**config.mk**
```make
export PLATFORM = sky130hd
export DESIGN_NAME = pdm_amp_ctrl_flat
export DESIGN_NICKNAME = d
export VERILOG_FILES = /design/src/core/pdm_ctrl_pkg.sv /design/src/core/pdm_link_if.sv /design/src/core/pdm_amp_ctrl.sv /design/src/core/sync2.sv /design/src/flat_wrapper.sv
export SDC_FILE = /design/constraint.sdc
export NUM_CORES = 1
export LEC_CHECK = 0
export BUFFER_PORTS_ARGS = -buffer_cell sky130_fd_sc_hd__buf_2
export CORE_MARGIN = 2
export CORE_UTILIZATION = 43
export CTS_CLUSTER_SIZE = 40
export DETAILED_ROUTE_END_ITERATION = 10
export GPL_TIMING_DRIVEN = 0
export PLACE_DENSITY = 0.68
export SLEW_MARGIN = 20
export SYNTH_ARGS = -nofsm -noshare
export SYNTH_HDL_FRONTEND = slang
export SYNTH_SLANG_ARGS = --single-unit
```
**constraint.sdc**
```tcl
create_clock -name aclk -period 8.43 [get_ports aclk]
set_clock_uncertainty 0.05 [all_clocks]
set_input_delay 1.686 -clock aclk [delete_from_list [all_inputs] [get_ports aclk]]
set_output_delay 1.686 -clock aclk [all_outputs]
set_load 0.03 [all_outputs]
```
**src/core/pdm_ctrl_pkg.sv**
```systemverilog
// Shared constants and types for the pulse-density link, its sink and its source.
// Assumes a 50 MHz system clock on both ends.
package pdm_ctrl_pkg;

    // --------
    // Timing
    // --------
    localparam int CLK_PERIOD_NS  = 20;
    localparam int LINK_PERIOD_NS = 160;
    localparam int LOSS_NS        = 2000;
    localparam int STARTUP_NS     = 10000;
    localparam logic [15:0] LINK_HALF_CYC = 16'(LINK_PERIOD_NS / (2 * CLK_PERIOD_NS));
    localparam logic [15:0] LOSS_CYC      = 16'((LOSS_NS + CLK_PERIOD_NS - 1) / CLK_PERIOD_NS);
    localparam logic [15:0] STARTUP_CYC   = 16'((STARTUP_NS + CLK_PERIOD_NS - 1) / CLK_PERIOD_NS);

    // --------
    // Pattern control
    // --------
    localparam int BYTE_BITS  = 8;
    localparam int REPEAT_MIN = 128;
    localparam logic [15:0] DETECT_BITS = 16'((REPEAT_MIN - 1) * BYTE_BITS);
    localparam logic [15:0] MUTE_BITS   = 16'(BYTE_BITS);
    localparam logic [2:0]  LAST_BIT    = 3'(BYTE_BITS - 1);
    localparam logic [7:0] PAT_STOP     = 8'hAC;
    localparam logic [7:0] PAT_GAIN_5V  = 8'hD8;
    localparam logic [7:0] PAT_GAIN_3V6 = 8'hD4;
    localparam logic [7:0] PAT_GAIN_2V5 = 8'hD2;
    localparam logic [7:0] PAT_RATE_ALT = 8'hD1;
    localparam logic [7:0] PAT_LOW_EMI  = 8'hE1;
    localparam logic [7:0] PAT_HALF_PLS = 8'hE2;
    localparam logic [7:0] PAT_FS32K    = 8'hE4;

    typedef enum logic [1:0] {
        GAIN_5V  = 2'h0,
        GAIN_3V6 = 2'h1,
        GAIN_2V5 = 2'h2
    } gain_t;

    typedef enum logic [2:0] {
        PS_RUN     = 3'h1,
        PS_STANDBY = 3'h2,
        PS_OFF     = 3'h4
    } pwr_state_t;

    // --------
    // Source controller registers
    // --------
    localparam logic [7:0] REG_CTRL   = 8'h00;
    localparam logic [7:0] REG_AUDIO  = 8'h04;
    localparam logic [7:0] REG_CMD    = 8'h08;
    localparam logic [7:0] REG_STATUS = 8'h0C;
    localparam int CTRL_RUN_BIT   = 0;
    localparam int CTRL_RIGHT_BIT = 1;
    localparam int CMD_HOLD_BIT   = 8;
    localparam int STAT_BUSY_BIT  = 0;
    localparam int STAT_RUN_BIT   = 1;
    localparam int STAT_CNT_LSB   = 16;
    localparam logic [7:0] AUDIO_RST = 8'h96;
    localparam logic [1:0] RESP_OKAY   = 2'h0;
    localparam logic [1:0] RESP_SLVERR = 2'h2;

    // True when w is any rotation of the stop pattern
    function automatic logic is_stop_rot(input logic [7:0] w);
        logic hit;
        hit = 1'b0;
        for (int i = 0; i < BYTE_BITS; i++) begin
            if (w == 8'({PAT_STOP, PAT_STOP} >> i)) begin
                hit = 1'b1;
            end
        end
        return hit;
    endfunction : is_stop_rot

endpackage : pdm_ctrl_pkg

```
**src/core/pdm_link_if.sv**
```systemverilog
// Pulse-density link between source and amplifier control.
// Assumes the source drives both wires.
`timescale 1ns/1ps
interface pdm_link_if;
    logic bit_clk;
    logic data;

    modport source (output bit_clk, output data);
    modport sink   (input  bit_clk, input  data);
endinterface : pdm_link_if

```
**src/core/pdm_amp_ctrl.sv**
```systemverilog
// Control logic of a pulse-density input amplifier: strap latch, pattern detector, power control.
// Assumes link wires and supply/strap pins are asynchronous to aclk and the link clock is far slower.
//
// Notes on behaviour
// - Strap sampled once when supply comes up.
// - Smart mode: 128 stop bytes give standby.
// - Clock stopped in standby means full power-down.
// - Clock back plus non-stop byte wakes.
// - Low supply holds all logic in reset.
// - Supply drop stops output, asserts reset.
// - Strap: weak gives 5V gain, high 64x.
// - Patterns change gain and rate at runtime.
// - Separate decimation setting for each rate.
// - Source should prefer 64x rate.
// - Commands are repeated 8-bit patterns.
// - Pattern accepted after 128 repetitions.
// - Output muted while a pattern is seen.
// - Clock loss restores all pattern defaults.
// - Stop pattern powers down, normal start-up.
// - D8/D4/D2 override gain 5V/3.6V/2.5V.
// - D1 inverts the strap rate.
// - E1 selects low-emission modulation.
// - E2 selects half-cycle pulse mode.
// - E4 selects 32 kHz at 128x mode.
// - Source clock synchronous, in allowed bands.
// - Channel strap picks right or left edge.
//
// Decided for this implementation: the AXI4-Lite interface to the registers and the register addresses.
`timescale 1ns/1ps
module pdm_amp_ctrl #(
    parameter logic [15:0] LOSS_LIMIT    = pdm_ctrl_pkg::LOSS_CYC,
    parameter logic [15:0] STARTUP_LIMIT = pdm_ctrl_pkg::STARTUP_CYC
) (
    input  wire logic            aclk,
    input  wire logic            aresetn,
    pdm_link_if.sink             link,
    input  wire logic            power_stage_supply_ok,
    input  wire logic            logic_supply_ok,
    input  wire logic            gain_rate_strap_high,
    input  wire logic            gain_rate_strap_weak,
    input  wire logic            channel_side_strap,
    input  wire logic            smart_pd_enable,
    output logic                 internal_reset_n,
    output pdm_ctrl_pkg::gain_t  gain_sel,
    output logic                 rate_128,
    output logic                 decim_128,
    output logic                 low_emission,
    output logic                 half_pulse,
    output logic                 mode_32k,
    output logic                 mute,
    output logic                 standby,
    output logic                 full_power_down,
    output logic                 output_enable,
    output logic                 audio_bit,
    output logic                 audio_valid
);
    // --------
    // Input synchronisers
    // --------
    logic [6:0] pins_s;

    sync2 #(.W(7)) u_sync (
        .aclk    (aclk),
        .aresetn (aresetn),
        .din     ({link.bit_clk, link.data, power_stage_supply_ok, logic_supply_ok,
                   gain_rate_strap_high, gain_rate_strap_weak, channel_side_strap}),
        .dout    (pins_s)
    );

    logic clk_s;
    logic data_s;
    logic supplies_ok;
    logic strap_high_s;
    logic strap_weak_s;
    logic right_s;
    logic rst_int;

    assign clk_s        = pins_s[6];
    assign data_s       = pins_s[5];
    assign supplies_ok  = pins_s[4] & pins_s[3];
    assign strap_high_s = pins_s[2];
    assign strap_weak_s = pins_s[1];
    assign right_s      = pins_s[0];
    assign rst_int      = !aresetn || !supplies_ok;

    // --------
    // State
    // --------
    typedef struct packed {
        logic                      rst_n;
        logic                      clk_d;
        logic [7:0]                win;
        logic [2:0]                bit_cnt;
        logic [15:0]               per_cnt;
        logic [15:0]               idle_cnt;
        logic [15:0]               start_cnt;
        pdm_ctrl_pkg::pwr_state_t  st;
        logic                      taken;
        logic                      strap_128;
        pdm_ctrl_pkg::gain_t       strap_gain;
        logic                      ovr_on;
        pdm_ctrl_pkg::gain_t       ovr_gain;
        logic                      rate_flip;
        logic                      low_em;
        logic                      half_p;
        logic                      m32k;
        pdm_ctrl_pkg::gain_t       gain_q;
        logic                      rate_q;
        logic                      mute;
        logic                      oe;
        logic                      abit;
        logic                      avalid;
    } amp_state_t;

    localparam amp_state_t RESET_STATE = '{
        st:         pdm_ctrl_pkg::PS_RUN,
        strap_gain: pdm_ctrl_pkg::GAIN_5V,
        ovr_gain:   pdm_ctrl_pkg::GAIN_5V,
        gain_q:     pdm_ctrl_pkg::GAIN_5V,
        default:    '0
    };

    amp_state_t s_reg;
    amp_state_t s_next;

    always_comb begin
        logic any_edge;
        logic smp_edge;
        any_edge     = s_reg.clk_d != clk_s;
        smp_edge     = any_edge && (clk_s != right_s);
        s_next        = s_reg;
        s_next.rst_n  = 1'b1;
        s_next.clk_d  = clk_s;
        s_next.avalid = 1'b0;

        if (!s_reg.taken) begin
            s_next.taken      = 1'b1;
            s_next.strap_128  = !strap_high_s;
            s_next.strap_gain = strap_weak_s ? pdm_ctrl_pkg::GAIN_5V : pdm_ctrl_pkg::GAIN_3V6;
        end

        // Clock-loss watchdog
        if (any_edge) begin
            s_next.idle_cnt = '0;
        end else if (s_reg.idle_cnt != LOSS_LIMIT) begin
            s_next.idle_cnt = s_reg.idle_cnt + 16'h0001;
        end

        if (smp_edge) begin
            s_next.abit    = data_s;
            s_next.avalid  = 1'b1;
            s_next.win     = {s_reg.win[6:0], data_s};
            s_next.bit_cnt = s_reg.bit_cnt + 3'h1;
            // Bit matching one word back extends the run
            if (data_s == s_reg.win[7]) begin
                if (s_reg.per_cnt != 16'hFFFF) begin
                    s_next.per_cnt = s_reg.per_cnt + 16'h0001;
                end
            end else begin
                s_next.per_cnt = '0;
            end

            if (s_next.per_cnt >= pdm_ctrl_pkg::DETECT_BITS) begin
                case (s_next.win)
                    pdm_ctrl_pkg::PAT_STOP: begin
                        if (smart_pd_enable && s_reg.st == pdm_ctrl_pkg::PS_RUN) begin
                            s_next.st = pdm_ctrl_pkg::PS_STANDBY;
                        end
                    end
                    pdm_ctrl_pkg::PAT_GAIN_5V: begin
                        s_next.ovr_on   = 1'b1;
                        s_next.ovr_gain = pdm_ctrl_pkg::GAIN_5V;
                    end
                    pdm_ctrl_pkg::PAT_GAIN_3V6: begin
                        s_next.ovr_on   = 1'b1;
                        s_next.ovr_gain = pdm_ctrl_pkg::GAIN_3V6;
                    end
                    pdm_ctrl_pkg::PAT_GAIN_2V5: begin
                        s_next.ovr_on   = 1'b1;
                        s_next.ovr_gain = pdm_ctrl_pkg::GAIN_2V5;
                    end
                    pdm_ctrl_pkg::PAT_RATE_ALT: s_next.rate_flip = 1'b1;
                    pdm_ctrl_pkg::PAT_LOW_EMI:  s_next.low_em    = 1'b1;
                    pdm_ctrl_pkg::PAT_HALF_PLS: s_next.half_p    = 1'b1;
                    pdm_ctrl_pkg::PAT_FS32K:    s_next.m32k      = 1'b1;
                    default: ;
                endcase
            end

            // Fresh non-stop byte wakes the part
            if (s_reg.st != pdm_ctrl_pkg::PS_RUN && s_reg.bit_cnt == pdm_ctrl_pkg::LAST_BIT
                && !pdm_ctrl_pkg::is_stop_rot(s_next.win)) begin
                s_next.st        = pdm_ctrl_pkg::PS_RUN;
                s_next.start_cnt = '0;
            end
        end

        if (s_next.idle_cnt == LOSS_LIMIT) begin
            s_next.st        = pdm_ctrl_pkg::PS_OFF;
            s_next.bit_cnt   = '0;
            s_next.per_cnt   = '0;
            s_next.start_cnt = '0;
            s_next.ovr_on    = 1'b0;
            s_next.ovr_gain  = pdm_ctrl_pkg::GAIN_5V;
            s_next.rate_flip = 1'b0;
            s_next.low_em    = 1'b0;
            s_next.half_p    = 1'b0;
            s_next.m32k      = 1'b0;
        end

        if (s_next.st == pdm_ctrl_pkg::PS_RUN && s_next.start_cnt != STARTUP_LIMIT) begin
            s_next.start_cnt = s_next.start_cnt + 16'h0001;
        end

        s_next.gain_q = s_next.ovr_on ? s_next.ovr_gain : s_next.strap_gain;
        s_next.rate_q = s_next.strap_128 ^ s_next.rate_flip;
        s_next.mute   = s_next.per_cnt >= pdm_ctrl_pkg::MUTE_BITS;
        s_next.oe     = s_next.st == pdm_ctrl_pkg::PS_RUN && s_next.start_cnt == STARTUP_LIMIT
                        && !s_next.mute;
    end

    always_ff @(posedge aclk) begin
        if (rst_int) begin
            s_reg <= RESET_STATE;
        end else begin
            s_reg <= s_next;
        end
    end

    // --------
    // Outputs
    // --------
    assign internal_reset_n = s_reg.rst_n;
    assign gain_sel         = s_reg.gain_q;
    assign rate_128         = s_reg.rate_q;
    assign decim_128        = s_reg.rate_q;
    assign low_emission     = s_reg.low_em;
    assign half_pulse       = s_reg.half_p;
    assign mode_32k         = s_reg.m32k;
    assign mute             = s_reg.mute;
    assign standby          = s_reg.st == pdm_ctrl_pkg::PS_STANDBY;
    assign full_power_down  = s_reg.st == pdm_ctrl_pkg::PS_OFF;
    assign output_enable    = s_reg.oe;
    assign audio_bit        = s_reg.abit;
    assign audio_valid      = s_reg.avalid;
endmodule : pdm_amp_ctrl

```
**src/core/sync2.sv**
```systemverilog
// Two-flop synchroniser for a bundle of levels.
// Assumes inputs are quasi-static levels or slow clocks.
`timescale 1ns/1ps
module sync2 #(
    parameter int W = 1
) (
    input  wire logic         aclk,
    input  wire logic         aresetn,
    input  wire logic [W-1:0] din,
    output logic      [W-1:0] dout
);
    typedef struct packed {
        logic [W-1:0] s1;
        logic [W-1:0] s2;
    } sync_state_t;

    sync_state_t s_reg;
    sync_state_t s_next;

    always_comb begin
        s_next    = s_reg;
        s_next.s1 = din;
        s_next.s2 = s_reg.s1;
    end

    always_ff @(posedge aclk) begin
        if (!aresetn) begin
            s_reg <= '0;
        end else begin
            s_reg <= s_next;
        end
    end

    assign dout = s_reg.s2;
endmodule : sync2

```
**src/flat_wrapper.sv**
```systemverilog
// flat-port wrapper written by rule: the top's interface ports become plain ports
module pdm_amp_ctrl_flat 
#(
    parameter logic [15:0] LOSS_LIMIT    = pdm_ctrl_pkg::LOSS_CYC,
    parameter logic [15:0] STARTUP_LIMIT = pdm_ctrl_pkg::STARTUP_CYC
)
  (aclk, aresetn, power_stage_supply_ok, logic_supply_ok, gain_rate_strap_high, gain_rate_strap_weak, channel_side_strap, smart_pd_enable, internal_reset_n, gain_sel, rate_128, decim_128, low_emission, half_pulse, mode_32k, mute, standby, full_power_down, output_enable, audio_bit, audio_valid, link_bit_clk, link_data);
  pdm_link_if link_i ();
  input  wire logic aclk;
  input  wire logic aresetn;
  input  wire logic power_stage_supply_ok;
  input  wire logic logic_supply_ok;
  input  wire logic gain_rate_strap_high;
  input  wire logic gain_rate_strap_weak;
  input  wire logic channel_side_strap;
  input  wire logic smart_pd_enable;
  output logic internal_reset_n;
  output pdm_ctrl_pkg::gain_t gain_sel;
  output logic rate_128;
  output logic decim_128;
  output logic low_emission;
  output logic half_pulse;
  output logic mode_32k;
  output logic mute;
  output logic standby;
  output logic full_power_down;
  output logic output_enable;
  output logic audio_bit;
  output logic audio_valid;
  input wire logic [$bits(link_i.bit_clk)-1:0] link_bit_clk;
  input wire logic [$bits(link_i.data)-1:0] link_data;
  assign link_i.bit_clk = link_bit_clk;
  assign link_i.data = link_data;
  pdm_amp_ctrl #(.LOSS_LIMIT(LOSS_LIMIT), .STARTUP_LIMIT(STARTUP_LIMIT)) u_core (.aclk(aclk), .aresetn(aresetn), .link(link_i), .power_stage_supply_ok(power_stage_supply_ok), .logic_supply_ok(logic_supply_ok), .gain_rate_strap_high(gain_rate_strap_high), .gain_rate_strap_weak(gain_rate_strap_weak), .channel_side_strap(channel_side_strap), .smart_pd_enable(smart_pd_enable), .internal_reset_n(internal_reset_n), .gain_sel(gain_sel), .rate_128(rate_128), .decim_128(decim_128), .low_emission(low_emission), .half_pulse(half_pulse), .mode_32k(mode_32k), .mute(mute), .standby(standby), .full_power_down(full_power_down), .output_enable(output_enable), .audio_bit(audio_bit), .audio_valid(audio_valid));
endmodule
```
==> results of run 1 <==
-- layer usage --
layer | part of all wire | track usage
met4 | 0.016 | 0.0778
met2 | 0.48 | 0.363
met3 | 0.052 | 0.0581
met5 | 0 | 0
met1 | 0.45 | 0.277
-- worst max-delay path by stage --
stage	end	slack, ns
after global routing	u_core.output_enable	3.02
after global placement	u_core.output_enable	3.58
final	u_core.output_enable	3.44
after detailed placement	u_core.output_enable	3.50
after CTS	u_core.output_enable	3.46
after floorplan	u_core.output_enable	4.43
-- layout by cell type, fill, tap and decap left out, types with 9 or more instances in the layout --
master     netlist  layout
dfxtp_1         95      95
nor2_1          79      79
nand2_1         57      57
a21oi_1         38      38
buf_2            8      31
o21ai_0         27      27
nand3_1         27      27
xnor2_1         24      24
clkbuf_1        22      23
and2_1          23      23
nor3_1          20      20
inv_1           18      18
and3_1          11      11
nor4_1          11      11
nand4_1         10      10
a31oi_1         10      10
and4_1           9       9
or3_1            9       9
clkbuf_16        0       9
-- stage by stage --
| stage | power, mW | hold slack, ns | utilization | std cells | instance area (sq um) |
|---|---|---|---|---|---|
| after CTS | 0.874 | 0.386 | 0.496 | 867 | 6010 |
| after detailed placement | 0.482 | 0.371 | 0.472 | 851 | 5720 |
| after global placement | 0.482 | 0.373 | 0.472 | 851 | 5720 |
| after global routing | 0.894 | 0.396 | 0.496 | 867 | 6010 |
| final | 0.864 | 0.384 | 0.496 | 867 | 6010 |
| after floorplan | 0.475 | 0.362 | - | 660 | 5400 |
-- critical path: stages (launching register included) --
cell and delay, ns:
dfxtp_1 0.52, ha_1 0.37, nand4_2 0.24, nor4_2 0.43, mux2i_1 0.19, and4_1 0.24, a21oi_1 0.31, buf_2 0.30
and2_1 0.20, ha_1 0.26, and3_1 0.27, nand2_1 0.08, nor2_1 0.20, nand4_1 0.16, o31a_1 0.31, nor4b_2 0.39
o22ai_1 0.14, nor4_2 0.23
-- power breakdown --
part           internal, mW  switching [mW]
Combinational       0.00670          0.0126
Sequential            0.452         0.00111
Clock                 0.216           0.176
-- cell families (layout without fill, tap and decap cells) --
kind of cell / after synthesis / after routing / synth area share
AO/OA/AOI/OAI: 133 / 133 / 0.164
XOR/XNOR: 30 / 30 / 0.0487
flip-flops: 95 / 95 / 0.352
buffers and inverters: 59 / 98 / 0.0501
adder cells (fa/ha/maj): 7 / 7 / 0.0162
multiplexers: 10 / 10 / 0.0216
AND/OR/NAND/NOR: 326 / 326 / 0.347
-- final cells by class --
| type | count | area share |
|---|---|---|
| repair buffers | 23 | 0.0192 |
| multi-input cells | 506 | 0.537 |
| clock inverters | 4 | 0.00500 |
| clock buffers | 12 | 0.0427 |
| inverters | 18 | 0.0112 |
| well taps | 168 | 0.0350 |
| plain buffers | 41 | 0.0337 |
| flip-flops and latches | 95 | 0.317 |
==> flow_metrics.tcl, run 1 <==
set metrics [dict create \
    drtPass1Iterations 5 \
    port_buffers 23 \
    cp_max_fo 10 \
    drive_above_1_share 0.127 \
    diodes 0 \
    viasPerCell 5.70 \
    timing.rr.end "u_core.output_enable" \
    ant_nets 0 \
    drc 0 \
    grt_setup_unrepaired "false" \
    multiInputGateArea_sq_mm 0.00322 \
    ff2ff_path_depth 17 \
    synth_nets 677 \
    yosysSeqAreaShare 0.352 \
    drv_cap 0 \
    die_area_sq_mm 0.0135 \
    crit_arrival_ns 5.20 \
    grt_pass1_wl_um 23200 \
    report.final.slew_viol_count 0 \
    clk_latency_ns 0.35 \
    synth_warnings 0 \
    globalplace.congestion 0.919 \
    avgSynthCellArea_sq_um 8.18 \
    min-delay-start "u_core.u_sync.s_next[4]" \
    numCtsBuffers 9 \
    cp-start-kind "flop" \
    ys_seq_elements 95 \
    place_ws_ns 3.50 \
    ys_types 81 \
    antenna_found_initial 0 \
    vias 4939 \
    hold_path_end "u_core.u_sync.dout[4]" \
    syn_area_sq_mm 0.00540 \
    core-area_sq_mm 0.0121 \
    cp-end-kind "flop" \
    worst_ep_required_time_ns 8.65 \
    pin_count 24 \
    rr_startpoint "u_core.s_reg[38]" \
    critical_path_class "flop to flop" \
    r2r_slack_ns 3.44 \
    cts_tree "yes" \
    tns_ns 0 \
    setup_viol 0 \
    synth_common_cells "dfxtp_1 (95), nor2_1 (79), nand2_1 (57)" \
    cts_hold_buf 0 \
    synth.largest_area_cell "dfxtp_1" \
    synth_top_cells_by_area "dfxtp_1 (35%), nor2_1 (5.5%), nand2_1 (4.0%)" \
    die_w_um 116 \
    clockRootBuffer "clkbuf_16" \
    nets 711 \
    slew_headroom 0.433 \
    wl_per_cell_um 16.0 \
    drt-total-wl_um 13900 \
    synth.most_common_cell "dfxtp_1" \
    synth-async-reset-ratio 0 \
    setup_ws_ns 3.44 \
    start_util 0.446 \
    fin_crit_sh 0.592 \
    power_density_mw_per_mm2 144 \
    fp.dieH_um 116 \
    fin_crit_ns 4.99 \
    cts_resized 0 \
    place_hpwl_um 10100 \
    regArea_sq_mm 0.00190 \
    synthFlopType "dfxtp_1" \
    syn_inst 660 \
    grtUsageTotal 0.219 \
    p_leak_nw 2.07 \
    post_cts_buffers 0 \
    largest_reg_flops 71 \
    finalHoldViolCount 0 \
    clock.fmax_mhz 200 \
    min_path_cells 1 \
    drt_iter0_drc 306 \
    yosysTopAreaCellShare 0.352 \
    tightest_slew_ns 0.845 \
    clk_pin_slew_ns 0.07 \
    status "completed" \
    core.rowCount 40 \
    vdd_drop_max_mv 0.0943 \
    synth_edf_count 0 \
    crit_path_start "u_core.s_reg[38]" \
    cts-htree-levels 3 \
    grt_overflow 0 \
    areaGrowthSynthToFinish_pct 11.3 \
    cts.sinks 95 \
    fillers 1251 \
    clockBufferDepth 2 \
    grt_max_degree 16 \
    worstHoldPathType "flop to flop" \
    grt_pass1_vias 4740 \
]
Note: power is estimated with default switching activity, not from simulation.
==> inputs of run 2 (changes only) <==
- PLACE_DENSITY: 0.68 -> 0.7
- clock period: 8.43 -> 4.3 ns (I/O delays scaled with it)
==> run 2 against run 1 <==
Effect of this change: final cell count up 0.81%; total power up 97%; non-clock buffer count up 7; sequential cell count unchanged; die area unchanged; clock power up 98%; sequential power up 96%; sequential share of layout area down 0.64 points; hold slack worse by 0.0021 ns.
==> flow_metrics.tcl, run 2 (synthesis results as in run 1) <==
set metrics [dict create \
    power_density_mw_per_mm2 276 \
    largest_reg_flops 71 \
    numCtsBuffers 9 \
    power_mw 1.70 \
    fp.dieH_um 116 \
    cp-end-kind "flop" \
    core.rowCount 40 \
    grtUsageTotal 0.212 \
    grt_overflow 0 \
    cp_max_fo 8 \
    clockBufferDepth 2 \
    cts.sinks 95 \
    drt_iter0_drc 300 \
    finalHoldViolCount 0 \
    regArea_sq_mm 0.00191 \
    areaGrowthSynthToFinish_pct 14.1 \
    drt-total-wl_um 13600 \
    final_util 0.508 \
    slowest_stage "or4b_2" \
    grt_pass1_vias 4715 \
    clk_latency_ns 0.36 \
    vdd_drop_max_mv 0.234 \
    fillers 1181 \
    tns_ns 0 \
    viasPerCell 5.78 \
    grt_pass1_wl_um 22600 \
    globalplace.congestion 0.920 \
    diodes 0 \
    drtPass1Iterations 5 \
    ff2ff_path_depth 18 \
    crit_end "u_core.output_enable" \
    drv_cap 0 \
    report.final.slew_viol_count 0 \
    cts-htree-levels 3 \
    place_area_sq_mm 0.00572 \
    port_buffers 23 \
    die_w_um 116 \
    clockRootBuffer "clkbuf_16" \
    timing.rr.end "u_core.output_enable" \
    antenna_found_initial 0 \
    clk_pin_slew_ns 0.07 \
    cp-start-kind "flop" \
    clock.fmax_mhz 245 \
    worstHoldPathType "flop to flop" \
    grt_max_degree 18 \
    drc 0 \
    tightest_slew_ns 0.798 \
    multiInputGateArea_sq_mm 0.00330 \
    crit_arrival_ns 4.31 \
    wl_per_cell_um 15.6 \
    mostFrequentLayoutCell "dfxtp_1" \
    core-area_sq_mm 0.0121 \
    setup_ws_ns 0.213 \
    start_util 0.446 \
    fin_crit_ns 4.09 \
    layout_common_cells "dfxtp_1 (93), nor2_1 (78), nand2_1 (57)" \
    drive_above_1_share 0.156 \
    nets 718 \
    slew_headroom 0.466 \
    place_hpwl_um 9890 \
    status "completed" \
    setup_viol 0 \
    ant_nets 0 \
    r2r_slack_ns 0.21 \
    p_leak_nw 2.17 \
    fin_crit_sh 0.950 \
    vias 5056 \
    cts_tree "yes" \
    pin_count 24 \
    place_ws_ns -0.584 \
    max_stage_delay_ns 0.61 \
    cts_hold_buf 0 \
    die_area_sq_mm 0.0135 \
    crit_path_start "u_core.s_reg[38]" \
    worstPathCellList "inv_1 -> ha_1 -> nor4b_1 -> and4_2 -> nor4_1 -> o22a_2 -> a21oi_4 -> buf_6 -> and2_1 -> inv_1 -> ha_1 -> nor4b_1 -> and4_1 -> and3b_1 -> or4b_2 -> o21ai_1 -> o22ai_1 -> nor4_2" \
    final_area_sq_mm 0.00616 \
    worst_ep_required_time_ns 4.52 \
    rr_startpoint "u_core.s_reg[38]" \
    critical_path_class "flop to flop" \
]
run 2: cell types whose count changed in the layout (fill, tap and decap cells not counted), moves of 2 or more:
cell        delta
ha_1           -2
dfxtp_4        +2
nor3_1         -2
buf_2          -2
dfxtp_1        -2
inv_6          +3
clkinvlp_4     -4
clkbuf_1       -2
nor3_2         +2
buf_4          +8
run 2: final cells by class:
cell class | count | share of cell area
multi-input combinational | 506 | 0.535
clock buffer | 10 | 0.0388
timing repair buffer | 31 | 0.0284
sequential | 95 | 0.310
buffer | 40 | 0.0337
clock inverter | 6 | 0.00833
inverter | 18 | 0.0110
tap | 168 | 0.0341
run 2: repair_timing:
item | in CTS | in global routing
pin swaps | 2 | 5
buffers inserted | 1 | 7
endpoints found under the setup margin | 7 | 4
resized for setup | 12 | 12
run 2: how the worst min path moves through the flow:
stage / from / end / cells past startpoint
after floorplan: u_core.u_sync.s_next[6] / u_core.u_sync.dout[6] / 1
after global placement: u_core.u_sync.s_next[4] / u_core.u_sync.dout[4] / 1
after detailed placement: u_core.u_sync.s_next[4] / u_core.u_sync.dout[4] / 1
after CTS: u_core.u_sync.s_next[0] / u_core.u_sync.dout[0] / 1
after global routing: u_core.u_sync.s_next[4] / u_core.u_sync.dout[4] / 1
final: u_core.u_sync.s_next[6] / u_core.u_sync.dout[6] / 1
run 2: power breakdown:
group / switching (mW) / internal (mW) / total, mW
clock network: 0.358 / 0.418 / 0.776
registers: 0.00210 / 0.885 / 0.887
logic: 0.0234 / 0.0131 / 0.0365
run 2: routing by layer:
layer,track usage,vias up,share of wire
li1,-,2463,-
met1,0.269,2407,0.44
met2,0.350,160,0.48
met3,0.0570,26,0.059
met4,0.0698,0,0.020
met5,0,-,0
run 2: metrics by stage:
stage | cells | hold slack (ns)
5_1_grt | 874 | 0.404
3_3_place_gp | 851 | 0.369
2_1_floorplan | 660 | 0.362
3_5_place_dp | 851 | 0.372
6_report | 874 | 0.382
4_1_cts | 868 | 0.389
run 2: critical path, delay by kind of cell (launching register included):
family | cells | cell delay (ns)
buf+inv | 3 | 0.28
simple gates | 9 | 2.20
compound gates | 4 | 0.70
fa+ha+maj | 2 | 0.38
flops | 1 | 0.39
